<file path="src/shared/maint_pkg.sv">
// Shared constants and carriers for the tape maintenance command decoder
package maint_pkg;

    // APB register byte offsets
    localparam logic [7:0] REG_COMMAND_OFF = 8'h00;
    localparam logic [7:0] REG_ADDRESS_OFF = 8'h04;
    localparam logic [7:0] REG_COUNT_OFF = 8'h08;
    localparam logic [7:0] REG_STATUS_OFF = 8'h0c;
    localparam logic [7:0] REG_CONTROL_OFF = 8'h10;
    localparam logic [7:0] REG_FAULT_OFF = 8'h14;
    localparam logic [7:0] REG_PARAM_OFF = 8'h18;
    localparam logic [7:0] REG_FIFO_OFF = 8'h1c;

    // Field positions
    localparam int CODE_MSB = 15;
    localparam int CODE_LSB = 8;
    localparam int CTRL_LOOP_BIT = 0;

    // Test codes
    localparam logic [7:0] CODE_SELF_LAST = 8'h1f;
    localparam logic [7:0] CODE_TAPE_ALL = 8'h20;
    localparam logic [7:0] CODE_TAPE_LAST = 8'h24;
    localparam logic [7:0] CODE_EXT_LOAD = 8'h29;
    localparam logic [7:0] CODE_EARLY_WARN = 8'h2a;
    localparam logic [7:0] CODE_SELF2_FIRST = 8'h2b;
    localparam logic [7:0] CODE_SELF2_LAST = 8'h3a;
    localparam logic [7:0] CODE_LOOPBACK = 8'h3b;
    localparam logic [7:0] CODE_READ_PARAM = 8'h3c;
    localparam logic [7:0] CODE_EXECUTE = 8'h3d;
    localparam logic [7:0] CODE_WRITE_MEM = 8'h3e;
    localparam logic [7:0] CODE_READ_MEM = 8'h3f;

    // Completion status values
    localparam logic [15:0] STATUS_OK = 16'h8000;
    localparam logic [15:0] STATUS_FAIL = 16'h82ff;
    localparam logic [15:0] STATUS_RESET = 16'h0000;

    // Parameter block
    localparam int PARAM_WORDS = 12;
    localparam logic [15:0] PARAM_REVISION = 16'h4131; // Arbitrary revision text
    localparam int PARAM_PC_INDEX = 4;
    localparam logic [7:0] LOOP_PATTERN = 8'ha5;

    // Step counts for self-test phases
    localparam logic [7:0] SELF_TEST_STEPS = 8'h09;
    localparam logic [7:0] TAPE_TEST_STEPS = 8'h05;

    typedef struct packed {
        logic valid;
        logic [7:0] data;
    } byte_beat_type;

    typedef struct packed {
        logic done;
        logic [15:0] status;
        logic [15:0] address_or_error_word;
    } csb_type;

endpackage

</file>
<file path="src/rtl/tape_maint_decoder.sv">
// Tape maintenance command decoder with APB registers and data FIFO
//
// Chosen here: the APB interface to the registers and the placing of the registers.
`timescale 1ns/10ps

module byte_fifo #(
    parameter int WIDTH = 8,
    parameter int DEPTH = 4
) (
    input wire logic i_core_clk,
    input wire logic i_rst_b,
    input wire logic i_ce,
    input wire logic i_in_valid,
    output logic o_in_ready,
    input wire logic [WIDTH-1:0] i_in_data,
    output logic o_out_valid,
    input wire logic i_out_ready,
    output logic [WIDTH-1:0] o_out_data
);
    localparam int AW = $clog2(DEPTH);
    logic [WIDTH-1:0] mem_ff [DEPTH];
    logic [AW-1:0] wr_ff;
    logic [AW-1:0] rd_ff;
    logic [AW:0] cnt_ff;
    logic push;
    logic pop;

    if (DEPTH < 2 || (1 << AW) != DEPTH || WIDTH < 1) begin : g_bad_depth
        $error("byte_fifo: depth must be a power of two");
    end

    assign o_in_ready = (cnt_ff != (AW+1)'(DEPTH));
    assign o_out_valid = (cnt_ff != '0);
    assign push = i_ce && i_in_valid && o_in_ready;
    assign pop = i_ce && o_out_valid && i_out_ready;
    assign o_out_data = mem_ff[rd_ff];

    always_ff @(posedge i_core_clk) begin
        if (push) begin
            mem_ff[wr_ff] <= i_in_data;
        end
    end

    always_ff @(posedge i_core_clk or negedge i_rst_b) begin
        if (!i_rst_b) begin
            wr_ff <= '0;
            rd_ff <= '0;
            cnt_ff <= '0;
        end else begin
            if (push) begin
                wr_ff <= wr_ff + 1'b1;
            end
            if (pop) begin
                rd_ff <= rd_ff + 1'b1;
            end
            if (push && !pop) begin
                cnt_ff <= cnt_ff + 1'b1;
            end else if (pop && !push) begin
                cnt_ff <= cnt_ff - 1'b1;
            end
        end
    end
endmodule // byte_fifo

module tape_maint_decoder #(
    parameter int MEM_BYTES = 256,
    parameter int FIFO_DEPTH = 4
) (
    input wire logic i_core_clk,
    input wire logic i_rst_b,
    input wire logic i_ce,
    input wire logic i_psel,
    input wire logic i_penable,
    input wire logic i_pwrite,
    input wire logic [7:0] i_paddr,
    input wire logic [31:0] i_pwdata,
    output logic [31:0] o_prdata,
    output logic o_pready,
    output logic o_pslverr,
    input wire logic i_test_fail,
    input wire logic [15:0] i_fail_info,
    output logic o_busy,
    output logic o_exec_start,
    output logic [15:0] o_exec_addr,
    output logic o_ext_load,
    output logic o_early_warn,
    output maint_pkg::csb_type o_csb
);
    import maint_pkg::*;

    typedef enum logic [6:0] {
        ST_IDLE = 7'b0000001,
        ST_SELF = 7'b0000010,
        ST_LOOP_OUT = 7'b0000100,
        ST_LOOP_IN = 7'b0001000,
        ST_TO_HOST = 7'b0010000,
        ST_FROM_HOST = 7'b0100000,
        ST_DONE = 7'b1000000
    } state_type;

    localparam int MAW = $clog2(MEM_BYTES);

    if (MEM_BYTES < 2 * PARAM_WORDS || (1 << MAW) != MEM_BYTES) begin : g_bad_mem
        $error("tape_maint_decoder: memory size unsupported");
    end

    state_type state_ff;
    logic [15:0] cmd_ff;
    logic [15:0] addr_ff;
    logic [15:0] count_ff;
    logic [15:0] ptr_ff;
    logic [15:0] left_ff;
    logic [7:0] step_ff;
    logic loop_ff;
    logic [15:0] pc_ff;
    logic [7:0] mem_ff [MEM_BYTES];
    logic fault_ff;
    logic src_param_ff;

    logic wr_en;
    logic rd_en;
    logic [7:0] code;
    logic fifo_in_valid;
    logic fifo_in_ready;
    logic [7:0] fifo_in_data;
    logic fifo_out_valid;
    logic fifo_out_ready;
    logic [7:0] fifo_out_data;
    logic [7:0] param_byte;

    // Classify a code into a state
    function automatic state_type decode(input logic [7:0] c);
        if (c == CODE_LOOPBACK) begin
            return ST_LOOP_OUT;
        end else if (c == CODE_READ_PARAM || c == CODE_READ_MEM) begin
            return ST_TO_HOST;
        end else if (c == CODE_WRITE_MEM) begin
            return ST_FROM_HOST;
        end else if (c == CODE_EXECUTE || c == CODE_EXT_LOAD || c == CODE_EARLY_WARN) begin
            return ST_DONE;
        end
        return ST_SELF;
    endfunction

    // Parameter block byte; pointer entries give memory addresses
    function automatic logic [7:0] param_at(input logic [15:0] idx, input logic [15:0] pc);
        logic [15:0] w;
        w = 16'h0000;
        case (idx[4:1])
            4'h0: w = PARAM_REVISION;
            4'h3: w = 16'(PARAM_WORDS * 2);
            4'h4: w = pc;
            default: w = {12'h000, idx[4:1]} << 4;
        endcase
        return idx[0] ? w[7:0] : w[15:8];
    endfunction

    assign wr_en = i_ce && i_psel && i_penable && i_pwrite;
    assign rd_en = i_psel && i_penable && !i_pwrite;
    assign code = cmd_ff[CODE_MSB:CODE_LSB];
    assign o_pready = 1'b1;
    assign o_pslverr = 1'b0;
    assign o_busy = (state_ff != ST_IDLE);
    assign o_exec_addr = pc_ff;
    assign param_byte = param_at(ptr_ff, pc_ff);

    // Outgoing bytes feed the FIFO; host drains it over APB
    assign fifo_in_valid = (state_ff == ST_TO_HOST && left_ff != 16'h0000)
        || (state_ff == ST_LOOP_OUT);
    assign fifo_in_data = (state_ff == ST_LOOP_OUT) ? LOOP_PATTERN
        : (src_param_ff ? param_byte : mem_ff[ptr_ff[MAW-1:0]]);
    assign fifo_out_ready = i_ce && rd_en && (i_paddr == REG_FIFO_OFF);

    byte_fifo #(.WIDTH(8), .DEPTH(FIFO_DEPTH)) u_fifo (
        .i_core_clk(i_core_clk),
        .i_rst_b(i_rst_b),
        .i_ce(i_ce),
        .i_in_valid(fifo_in_valid),
        .o_in_ready(fifo_in_ready),
        .i_in_data(fifo_in_data),
        .o_out_valid(fifo_out_valid),
        .i_out_ready(fifo_out_ready),
        .o_out_data(fifo_out_data)
    );

    always_comb begin
        o_prdata = 32'h0000_0000;
        case (i_paddr)
            REG_COMMAND_OFF: o_prdata = {16'h0000, cmd_ff};
            REG_ADDRESS_OFF: o_prdata = {16'h0000, o_csb.address_or_error_word};
            REG_COUNT_OFF: o_prdata = {16'h0000, count_ff};
            REG_STATUS_OFF: o_prdata = {15'h0000, o_busy, o_csb.status};
            REG_CONTROL_OFF: o_prdata = {31'h0, loop_ff};
            REG_FAULT_OFF: o_prdata = {31'h0, fault_ff};
            // An empty FIFO reads as zero rather than a stale byte
            REG_FIFO_OFF: o_prdata = {23'h0, fifo_out_valid,
                (fifo_out_valid ? fifo_out_data : 8'h00)};
            default: o_prdata = 32'h0000_0000;
        endcase
    end

    // Command, address and count words written by software
    always_ff @(posedge i_core_clk or negedge i_rst_b) begin
        if (!i_rst_b) begin
            cmd_ff <= 16'h0000;
            addr_ff <= 16'h0000;
            count_ff <= 16'h0000;
            loop_ff <= 1'b0;
        end else if (wr_en && state_ff == ST_IDLE) begin
            case (i_paddr)
                REG_COMMAND_OFF: cmd_ff <= i_pwdata[15:0];
                REG_ADDRESS_OFF: addr_ff <= i_pwdata[15:0];
                REG_COUNT_OFF: count_ff <= i_pwdata[15:0];
                REG_CONTROL_OFF: loop_ff <= i_pwdata[CTRL_LOOP_BIT];
                default: loop_ff <= loop_ff;
            endcase
        end
    end

    // Program counter entry is writable through its pointer location
    always_ff @(posedge i_core_clk or negedge i_rst_b) begin
        if (!i_rst_b) begin
            pc_ff <= 16'h0000;
        end else if (wr_en && state_ff == ST_IDLE && i_paddr == REG_PARAM_OFF) begin
            pc_ff <= i_pwdata[15:0];
        end
    end

    // Peripheral memory bytes
    always_ff @(posedge i_core_clk) begin
        if (i_ce && state_ff == ST_FROM_HOST && left_ff != 16'h0000 && wr_en
            && i_paddr == REG_FIFO_OFF) begin
            mem_ff[ptr_ff[MAW-1:0]] <= i_pwdata[7:0];
        end
    end

    // Command sequencer
    always_ff @(posedge i_core_clk or negedge i_rst_b) begin
        if (!i_rst_b) begin
            state_ff <= ST_IDLE;
            ptr_ff <= 16'h0000;
            left_ff <= 16'h0000;
            step_ff <= 8'h00;
            fault_ff <= 1'b0;
            src_param_ff <= 1'b0;
            o_csb <= '{done: 1'b0, status: STATUS_RESET, address_or_error_word: 16'h0000};
            o_exec_start <= 1'b0;
            o_ext_load <= 1'b0;
            o_early_warn <= 1'b0;
        end else if (i_ce) begin
            o_exec_start <= 1'b0;
            o_ext_load <= 1'b0;
            o_early_warn <= 1'b0;
            o_csb.done <= 1'b0;
            case (state_ff)
                ST_IDLE: begin
                    if (wr_en && i_paddr == REG_COMMAND_OFF) begin
                        state_ff <= decode(i_pwdata[CODE_MSB:CODE_LSB]);
                        ptr_ff <= (i_pwdata[CODE_MSB:CODE_LSB] == CODE_READ_PARAM)
                            ? 16'h0000 : addr_ff;
                        left_ff <= (i_pwdata[CODE_MSB:CODE_LSB] == CODE_READ_PARAM)
                            ? 16'(PARAM_WORDS * 2) : count_ff;
                        src_param_ff <= (i_pwdata[CODE_MSB:CODE_LSB] == CODE_READ_PARAM);
                        step_ff <= (i_pwdata[CODE_MSB:CODE_LSB] >= CODE_TAPE_ALL
                            && i_pwdata[CODE_MSB:CODE_LSB] <= CODE_TAPE_LAST)
                            ? TAPE_TEST_STEPS : SELF_TEST_STEPS;
                        fault_ff <= 1'b0;
                    end
                end
                ST_SELF: begin
                    if (i_test_fail) begin
                        fault_ff <= 1'b1;
                        o_csb.status <= STATUS_FAIL;
                        o_csb.address_or_error_word <= i_fail_info;
                        o_csb.done <= 1'b1;
                        state_ff <= ST_IDLE;
                    end else if (step_ff <= 8'h01) begin
                        if (loop_ff) begin
                            step_ff <= SELF_TEST_STEPS;
                        end else begin
                            state_ff <= ST_DONE;
                        end
                    end else begin
                        step_ff <= step_ff - 8'h01;
                    end
                end
                ST_LOOP_OUT: begin
                    if (fifo_in_ready) begin
                        state_ff <= ST_LOOP_IN;
                    end
                end
                ST_LOOP_IN: begin
                    if (wr_en && i_paddr == REG_FIFO_OFF) begin
                        if (i_pwdata[7:0] != LOOP_PATTERN) begin
                            o_csb.status <= STATUS_FAIL;
                            o_csb.address_or_error_word <= {CODE_LOOPBACK, i_pwdata[7:0]};
                            o_csb.done <= 1'b1;
                            state_ff <= ST_IDLE;
                        end else begin
                            state_ff <= ST_DONE;
                        end
                    end
                end
                ST_TO_HOST: begin
                    if (left_ff == 16'h0000) begin
                        state_ff <= ST_DONE;
                    end else if (fifo_in_ready) begin
                        ptr_ff <= ptr_ff + 16'h0001;
                        left_ff <= left_ff - 16'h0001;
                    end
                end
                ST_FROM_HOST: begin
                    if (left_ff == 16'h0000) begin
                        state_ff <= ST_DONE;
                    end else if (wr_en && i_paddr == REG_FIFO_OFF) begin
                        ptr_ff <= ptr_ff + 16'h0001;
                        left_ff <= left_ff - 16'h0001;
                    end
                end
                ST_DONE: begin
                    o_exec_start <= (code == CODE_EXECUTE);
                    o_ext_load <= (code == CODE_EXT_LOAD);
                    o_early_warn <= (code == CODE_EARLY_WARN);
                    o_csb.status <= STATUS_OK;
                    o_csb.address_or_error_word <= addr_ff;
                    o_csb.done <= 1'b1;
                    state_ff <= ST_IDLE;
                end
                default: state_ff <= ST_IDLE;
            endcase
        end
    end

    property p_fail_status;
        @(posedge i_core_clk) disable iff (!i_rst_b)
        (i_ce && state_ff == ST_SELF && i_test_fail) |=> (o_csb.done && o_csb.status[7:0] == 8'hff
            && o_csb.address_or_error_word == $past(i_fail_info));
    endproperty
    a_fail_status: assert property (p_fail_status) else $error("fail status wrong");

    property p_ok_status;
        @(posedge i_core_clk) disable iff (!i_rst_b)
        (i_ce && state_ff == ST_DONE) |=> (o_csb.done && o_csb.status == STATUS_OK && state_ff == ST_IDLE);
    endproperty
    a_ok_status: assert property (p_ok_status) else $error("completion status wrong");

    property p_exec;
        @(posedge i_core_clk) disable iff (!i_rst_b)
        o_exec_start |-> (code == CODE_EXECUTE && o_exec_addr == pc_ff);
    endproperty
    a_exec: assert property (p_exec) else $error("execute strobe wrong");

    property p_special;
        @(posedge i_core_clk) disable iff (!i_rst_b)
        (o_ext_load |-> code == CODE_EXT_LOAD) and (o_early_warn |-> code == CODE_EARLY_WARN);
    endproperty
    a_special: assert property (p_special) else $error("special command wrong");

    property p_param_len;
        @(posedge i_core_clk) disable iff (!i_rst_b)
        (i_ce && state_ff == ST_IDLE && wr_en && i_paddr == REG_COMMAND_OFF
            && i_pwdata[CODE_MSB:CODE_LSB] == CODE_READ_PARAM) |=> (left_ff == 16'd24);
    endproperty
    a_param_len: assert property (p_param_len) else $error("parameter length wrong");

    property p_unassigned;
        @(posedge i_core_clk) disable iff (!i_rst_b)
        (i_ce && state_ff == ST_IDLE && wr_en && i_paddr == REG_COMMAND_OFF
            && i_pwdata[CODE_MSB:CODE_LSB] inside {[8'h2b:8'h3a], [8'h25:8'h28], [8'h00:8'h1f]})
            |=> (state_ff == ST_SELF && step_ff == SELF_TEST_STEPS);
    endproperty
    a_unassigned: assert property (p_unassigned) else $error("self-test not selected");

    property p_loop_pattern;
        @(posedge i_core_clk) disable iff (!i_rst_b)
        (state_ff == ST_LOOP_OUT) |-> (fifo_in_valid && fifo_in_data == LOOP_PATTERN);
    endproperty
    a_loop_pattern: assert property (p_loop_pattern) else $error("loop data wrong");

    property p_revision;
        @(posedge i_core_clk) disable iff (!i_rst_b)
        (state_ff == ST_TO_HOST && src_param_ff && ptr_ff == 16'h0000)
            |-> (fifo_in_data == PARAM_REVISION[15:8]);
    endproperty
    a_revision: assert property (p_revision) else $error("revision byte wrong");

endmodule // tape_maint_decoder

</file>
<file path="config.mk">
export PLATFORM = sky130hd
export DESIGN_NAME = tape_maint_decoder
export DESIGN_NICKNAME = d
export VERILOG_FILES = /design/src/shared/maint_pkg.sv /design/src/rtl/tape_maint_decoder.sv
export SDC_FILE = /design/constraint.sdc
export NUM_CORES = 2
export LEC_CHECK = 0
export BUFFER_PORTS_ARGS = -buffer_cell sky130_fd_sc_hd__buf_2
export CORE_MARGIN = 5
export CORE_UTILIZATION = 25
export DETAILED_ROUTE_END_ITERATION = 6
export PLACE_DENSITY = 0.49
export RECOVER_POWER = 100
export SLEW_MARGIN = 40
export SYNTH_ARGS = -nofsm -noshare
export SYNTH_HDL_FRONTEND = slang
export SYNTH_SLANG_ARGS = --single-unit
export TNS_END_PERCENT = 30
</file>
<file path="constraint.sdc">
create_clock -name i_core_clk -period 4.3 [get_ports i_core_clk]
set_clock_uncertainty 0.15 [all_clocks]
set_input_delay 0.43 -clock i_core_clk [delete_from_list [all_inputs] [get_ports i_core_clk]]
set_output_delay 0.43 -clock i_core_clk [all_outputs]
set_load 0.01 [all_outputs]
</file>
After elaboration in Yosys (flattened, before gate mapping)

Memories as Yosys holds them, arrays and structs flattened.
Index checks and enable logic that the tools add are counted.

Add/subtract/negate cells: 7
Order comparisons: 3
Eq/ne operators: 43
Multiplexer cells: 63
Reduce and logical (&&, ||, !) cells: 50

Operators with widths:

| operator              | number |
|---|---|
| $mux 16               | 12 |
| $pmux 16 s3           | 3 |
| $pmux 17 s7           | 1 |
| $mux 33               | 3 |
| $pmux 33 s3           | 1 |
| $mux 7                | 13 |
| $eq 8x6->1 const B    | 10 |
| $mux 8                | 8 |
| $pmux 7 s5            | 1 |
| $eq 8x5->1 const B    | 4 |
| $logic_and 1x1->1     | 23 |
| $add 16x1->16 const B | 1 |
| $eq 8x4->1 const B    | 2 |
| $logic_not 16->1      | 1 |
| $mux 1                | 16 |
| $pmux 8 s2            | 1 |
| $reduce_bool 16->1    | 1 |
| $sub 16x1->16 const B | 1 |
| $reduce_and 7->1      | 2 |
| $ne 2x2->1 const B    | 6 |
| $ne 3x3->1 const B    | 4 |
| $ne 2x1->1 const B    | 5 |
| $reduce_and 5->1      | 2 |
| $reduce_bool 3->1     | 3 |
| 31 further kinds      | 42 |

Flip-flop bits (word level): 157
Memory bits (writable): 2080
Input port bits: 63
Output and inout bits: 87
Logic and storage cells: 188
Memories kept: 2

Memory list:

| memory        | words | bits a word | rd ports | clocked after Yosys merged registers in | wr ports | RTL line                  | source |
|---|---|---|---|---|---|---|---|
| mem_ff        | 256   | 8           | 1        | 0                                       | 1        | tape_maint_decoder.sv:116 | `logic [7:0] mem_ff [MEM_BYTES];` |
| u_fifo.mem_ff | 4     | 8           | 1        | 0                                       | 1        | tape_maint_decoder.sv:21  | `logic [WIDTH-1:0] mem_ff [DEPTH];` |

Logic depth before layout (Yosys ltp)

Word-level depth: 13
Mapped depth: 14
Depth with buffers taken out: 13

By module

A second synthesis with hierarchy kept.

Cells, all modules: 4418
Area total of the unflattened synthesis: 87803.0 um2

Modules (own cells, without submodules):

| module             | instances | cells each | area each (um2) | sequential area each (um2) |
|---|---|---|---|---|
| tape_maint_decoder | 1         | 4340       | 86207.7         | 64703.3 |
| byte_fifo          | 1         | 78         | 1595.3          | 1136.1 |

Worst setup path after synthesis

Ideal clock, no wire load.

Kind: input-to-reg
Start point: input port i_paddr[5]
End point: memory mem_ff[164][0], enable pin
Setup time: 0.370 ns
Arrival time: 2.674 ns
Required time: 3.780 ns
Setup slack: 1.106 ns
Stages: 8
Path buffers: 2
Cells stage by stage: or4_4 nor3b_4 nand4_4 nor3_4 buf_6 nand2_2 buf_2 nor2_1

Longest elaborated chain between the ends: 4

RTL lines:

| item                         | RTL line                  | source |
|---|---|---|
| start, declared              | tape_maint_decoder.sv:75  | `input wire logic [7:0] i_paddr,` |
| $eq 8x5->1                   | tape_maint_decoder.sv:232 | `&& i_paddr == REG_FIFO_OFF) begin` |
| $logic_and 1x1->1            | tape_maint_decoder.sv:232 |  |
| $mux 1                       | tape_maint_decoder.sv:231 | `if (i_ce && state_ff == ST_FROM_HOST && left_ff != 16'h0000 && wr_en` |
| $mux 1 (not written as such) | tape_maint_decoder.sv:233 | `mem_ff[ptr_ff[MAW-1:0]] <= i_pwdata[7:0];` |
| end, declared                | tape_maint_decoder.sv:116 |  |

Every way passes these cells.

Final worst setup path

Start point: register ptr_ff[3]
End point: memory u_fifo.mem_ff[0][5], data pin

Longest elaborated chain between the ends: 5
Elaborated cells on any way between the ends: 8
Those cells by class: 2 x eq/ne; 4 x mux; 1 x reduce/logical; 1 x memory

RTL lines:

| item                                                                  | RTL line                  | source |
|---|---|---|
| start, declared                                                       | tape_maint_decoder.sv:111 | `logic [15:0] ptr_ff;` |
| start signal, assigned                                                | tape_maint_decoder.sv:259 | `ptr_ff <= (i_pwdata[CODE_MSB:CODE_LSB] == CODE_READ_PARAM)` |
| start signal, assigned                                                | tape_maint_decoder.sv:308 | `ptr_ff <= ptr_ff + 16'h0001;` |
| start signal, assigned                                                | tape_maint_decoder.sv:316 | `ptr_ff <= ptr_ff + 16'h0001;` |
| parallel branches: the longest is 3 deep, another holds $mem_v2 256x8 | --                        |  |
| $mux 8 (*)                                                            | tape_maint_decoder.sv:171 | `: (src_param_ff ? param_byte : mem_ff[ptr_ff[MAW-1:0]]);` |
| $mux 8 (*)                                                            | tape_maint_decoder.sv:170 | `assign fifo_in_data = (state_ff == ST_LOOP_OUT) ? LOOP_PATTERN` |
| via fifo_in_data[5]                                                   | tape_maint_decoder.sv:125 | `logic [7:0] fifo_in_data;` |
| end, declared                                                         | tape_maint_decoder.sv:21  |  |

Mark *: on every way through the listed nets, which the timed path passes.

==> metrics.cfg <==
[clocking]
cts.sink_count=2215
clk_pin_slew_ns=0.06
numCtsBuffers=236
clock-root-buffer=clkbuf_16
cts-htree-levels=4
worstSkewPairLatency_ns=0.90
clockBufferDepth=4
tritoncts=built

[yosys]
async_flop_share_pct=6.09
yosys_warnings=0
synth_seq_cells=2215
synth-main-ff-cell=edfxtp_1
synth.yosys.seq_area_share_pct=74.6
synth_edf_count=2080
syn_area_um2=88200
synth_cell_types=86
synth.avg_cell_area_um2=19.0
synthCells=4637

[routing]
drtPass1Iterations=7
avgRoutedWirePerCell_um=27.3
drt-vias-per-instance=4.79
final_antenna_net_count=0
via_count=49200
drt_iter0_markers=5516
drc=2
routed_wl_um=281000

[power]
p_per_area_nw_per_um2=425
cellLeakagePower_uw=0.0337
pwr-share-comb_pct=2.5
seqPwrFrac_pct=53.4
switching_share_pct=21.1
clkPwrFrac_pct=44.2
p_sw_uw=9400
worst_ir_drop_vdd_mv=0.355
p_int_uw=35100

[final_layout]
post-route-util_pct=29.8
layout_commonest_cell=edfxtp_1
final_cell_mix=edfxtp_1, mux4_2, clkbuf_1
drive_above_1_share_pct=23.0
syn_to_final_growth_pct=18.7
final_area_um2=105000
multiInputGateArea_um2=20600
nets=5423
regArea_um2=65900
layout.filler_cells=34700

[global_route]
grt_pass1_wl_um=393000
use_met3_pct=2.89
grt_use_total_pct=14.9
grt_max_degree=174
grt_util_met1_pct=20.9
use_met2_pct=23.9
antenna_found_initial=20
grt.overflow.total=0
grt_pass1_vias=49400
grt-busiest-layer=met2

[place]
gp_congestion=0.858
numPortBuffers=110
place_area_um2=98500
hpwlAfterDp_um=185000

[timing]
min_period_over_period_pct=100
fin_crit_ns=4.32
final-hold-violation-count=0
slew_violations=1320
worst_slew_pin_slew_ns=2.89
max_slew_margin_pct=-92.5
setup_viol=5
timing.fmax_ghz=0.232
timing.final.ws_setup_ns=-0.0184

[die]
coreArea_um2=352000
die_height_um=604
die_area_um2=365000
rows=218
dieWidth_um=604
start_util_pct=25.1
io-pin-count=150

[worst_setup_path]
criticalPathCategory=reg -> reg
required_ns=4.72
crit_path_start_kind=register
arrival_ns=4.73
r2r_setup_slack_ns=-0.02
critPathCaptureType=register
cp_max_fo=9

[job]
maxCapViolCount=21

[status]
failed_checks=design-rule violations, max-capacitance violations, max-slew violations, negative setup slack
status=finished with violations

[min_path]
hp-class=in -> reg

[power by group through the flow]
stage	clock network [µW]	logic, µW	registers [µW]
after floorplan	0	418	24200
after global placement	0	1090	24200
after detailed placement	0	1130	24200
after CTS	20100	1160	23700
after global routing	21000	1180	23700
final	19700	1100	23700
[cells in the mapped netlist (4+ instances only)]
| library cell | number | area share, % |
|---|---|---|
| o21ai_1 | 7 | 0.040 |
| or3_1 | 4 | 0.028 |
| xor2_1 | 5 | 0.050 |
| buf_1 | 21 | 0.089 |
| nor4_1 | 12 | 0.085 |
| nor2_1 | 379 | 1.6 |
| dfrtp_1 | 134 | 3.8 |
| o31ai_1 | 6 | 0.051 |
| edfxtp_1 | 2080 | 71 |
| nand2_1 | 212 | 0.90 |
| and2_1 | 18 | 0.13 |
| nand2_2 | 4 | 0.028 |
| mux4_2 | 480 | 12 |
| nor2b_1 | 19 | 0.13 |
| nor3_1 | 33 | 0.19 |
| buf_6 | 17 | 0.22 |
| o211ai_1 | 16 | 0.14 |
| a222oi_1 | 8 | 0.091 |
| and3_1 | 5 | 0.035 |
| a32oi_1 | 11 | 0.11 |
| o21ai_0 | 108 | 0.61 |
| inv_1 | 35 | 0.15 |
| a21oi_1 | 101 | 0.57 |
| a22oi_1 | 112 | 0.95 |
| nand2b_1 | 15 | 0.11 |
| a31oi_1 | 14 | 0.099 |
| o2111ai_1 | 5 | 0.050 |
| a221oi_1 | 35 | 0.35 |
| a2111oi_0 | 9 | 0.089 |
| a311oi_1 | 6 | 0.060 |
| nand4_1 | 18 | 0.13 |
| a22o_1 | 29 | 0.29 |
| o22a_1 | 5 | 0.050 |
| buf_4 | 73 | 0.62 |
| buf_2 | 84 | 0.48 |
| a211oi_1 | 17 | 0.14 |
| nand3_4 | 7 | 0.14 |
| mux2i_1 | 138 | 1.6 |
| o22ai_1 | 25 | 0.18 |
| nand3_1 | 66 | 0.37 |
| o221ai_1 | 5 | 0.050 |
| ha_1 | 13 | 0.18 |
| clkbuf_1 | 118 | 0.50 |
| mux2_2 | 63 | 0.80 |
[per-layer routing]
layer | wire, µm | vias to the layer above
li1 | - | 20300
met1 | 120000 | 26400
met2 | 131000 | 2114
met3 | 21600 | 406
met4 | 7670 | 8
met5 | 44 | -
[path summary, 6_finish.rpt]
check	start	to	cells after the start
worst max-delay path	ptr_ff[3]$_DFFE_PN0P_	u_fifo.mem_ff[0][5]$_DFFE_PP_	11
worst min-delay path	i_paddr[2]	o_csb[25]$_DFFE_PN0P_	6
worst max register to register	ptr_ff[3]$_DFFE_PN0P_	u_fifo.mem_ff[0][5]$_DFFE_PP_	11
worst min register to register	cmd_ff[9]$_DFFE_PN0P_	o_ext_load$_DFFE_PN0P_	1
max in group asynchronous	i_rst_b	left_ff[0]$_DFFE_PN0P_	3
min in group asynchronous	i_rst_b	o_exec_addr[15]$_DFFE_PN0P_	2
[worst max-delay path, stage by stage, from the launching register on]
cell	delay, ns
dfrtp_4	0.51
clkbuf_2	0.28
nor2b_1	0.37
clkbuf_4	0.43
nand2_1	0.28
o22ai_1	0.43
nor4_1	0.12
clkbuf_2	0.17
o21ai_1	0.44
nor4_1	0.15
buf_4	0.16
a2111o_1	0.48
[cell families (layout without fill, tap and decap cells)]
group           Yosys count  in the layout  share of synthesized area, %
simple gates            818            818                          4.18
compound gates          547            547                          4.23
mux                     681            681                          14.6
fa+ha+maj                14             14                         0.207
xor+xnor                  8              8                        0.0794
other cells               2             26                       0.00851
flops                  2215           2215                          74.6
buf+inv                 352           1228                          2.07
[through the flow]
stage               setup slack [ns]  hold WS, ns  power (µW)  cells  TNS, ns
floorplan                       1.11      -0.0156       24600   4658        0
global placement              -0.180        0.306       25300   9789   -0.998
detailed placement            -0.188        0.316       25300   9789   -0.751
CTS                           0.0147       0.0315       45000  10300        0
global route                 -0.0972        0.188       45900  10300   -0.383
finish                       -0.0184        0.160       44500  10300  -0.0712
[flip-flops by register name, indices dropped and copies added (netlist names), 8 cells and up]
register	flops
mem_ff	2048
u_fifo.mem_ff	32
o_csb	19
addr_ff	16
cmd_ff	16
count_ff	16
left_ff	16
o_exec_addr	16
ptr_ff	8
step_ff	8
[final cells by class]
| type | instances | area share (%) |
|---|---|---|
| Inverter | 38 | 0.139 |
| Timing Repair Buffer | 764 | 4.61 |
| Clock inverter | 140 | 1.14 |
| Sequential cell | 2215 | 62.9 |
| Antenna cell | 3 | 0.00717 |
| Multi-Input combinational cell | 2091 | 19.7 |
| Clock buffer | 286 | 5.89 |
| Tap cell | 4730 | 5.65 |
[timing repair]
item,CTS,global route
gates resized for setup,0,3
gates cloned,0,0
setup endpoints to repair,7,12
endpoints found under the hold margin,387,0
buffers inserted,4,0
hold buffers,42,0
Note: power is estimated with default switching activity, not from simulation.
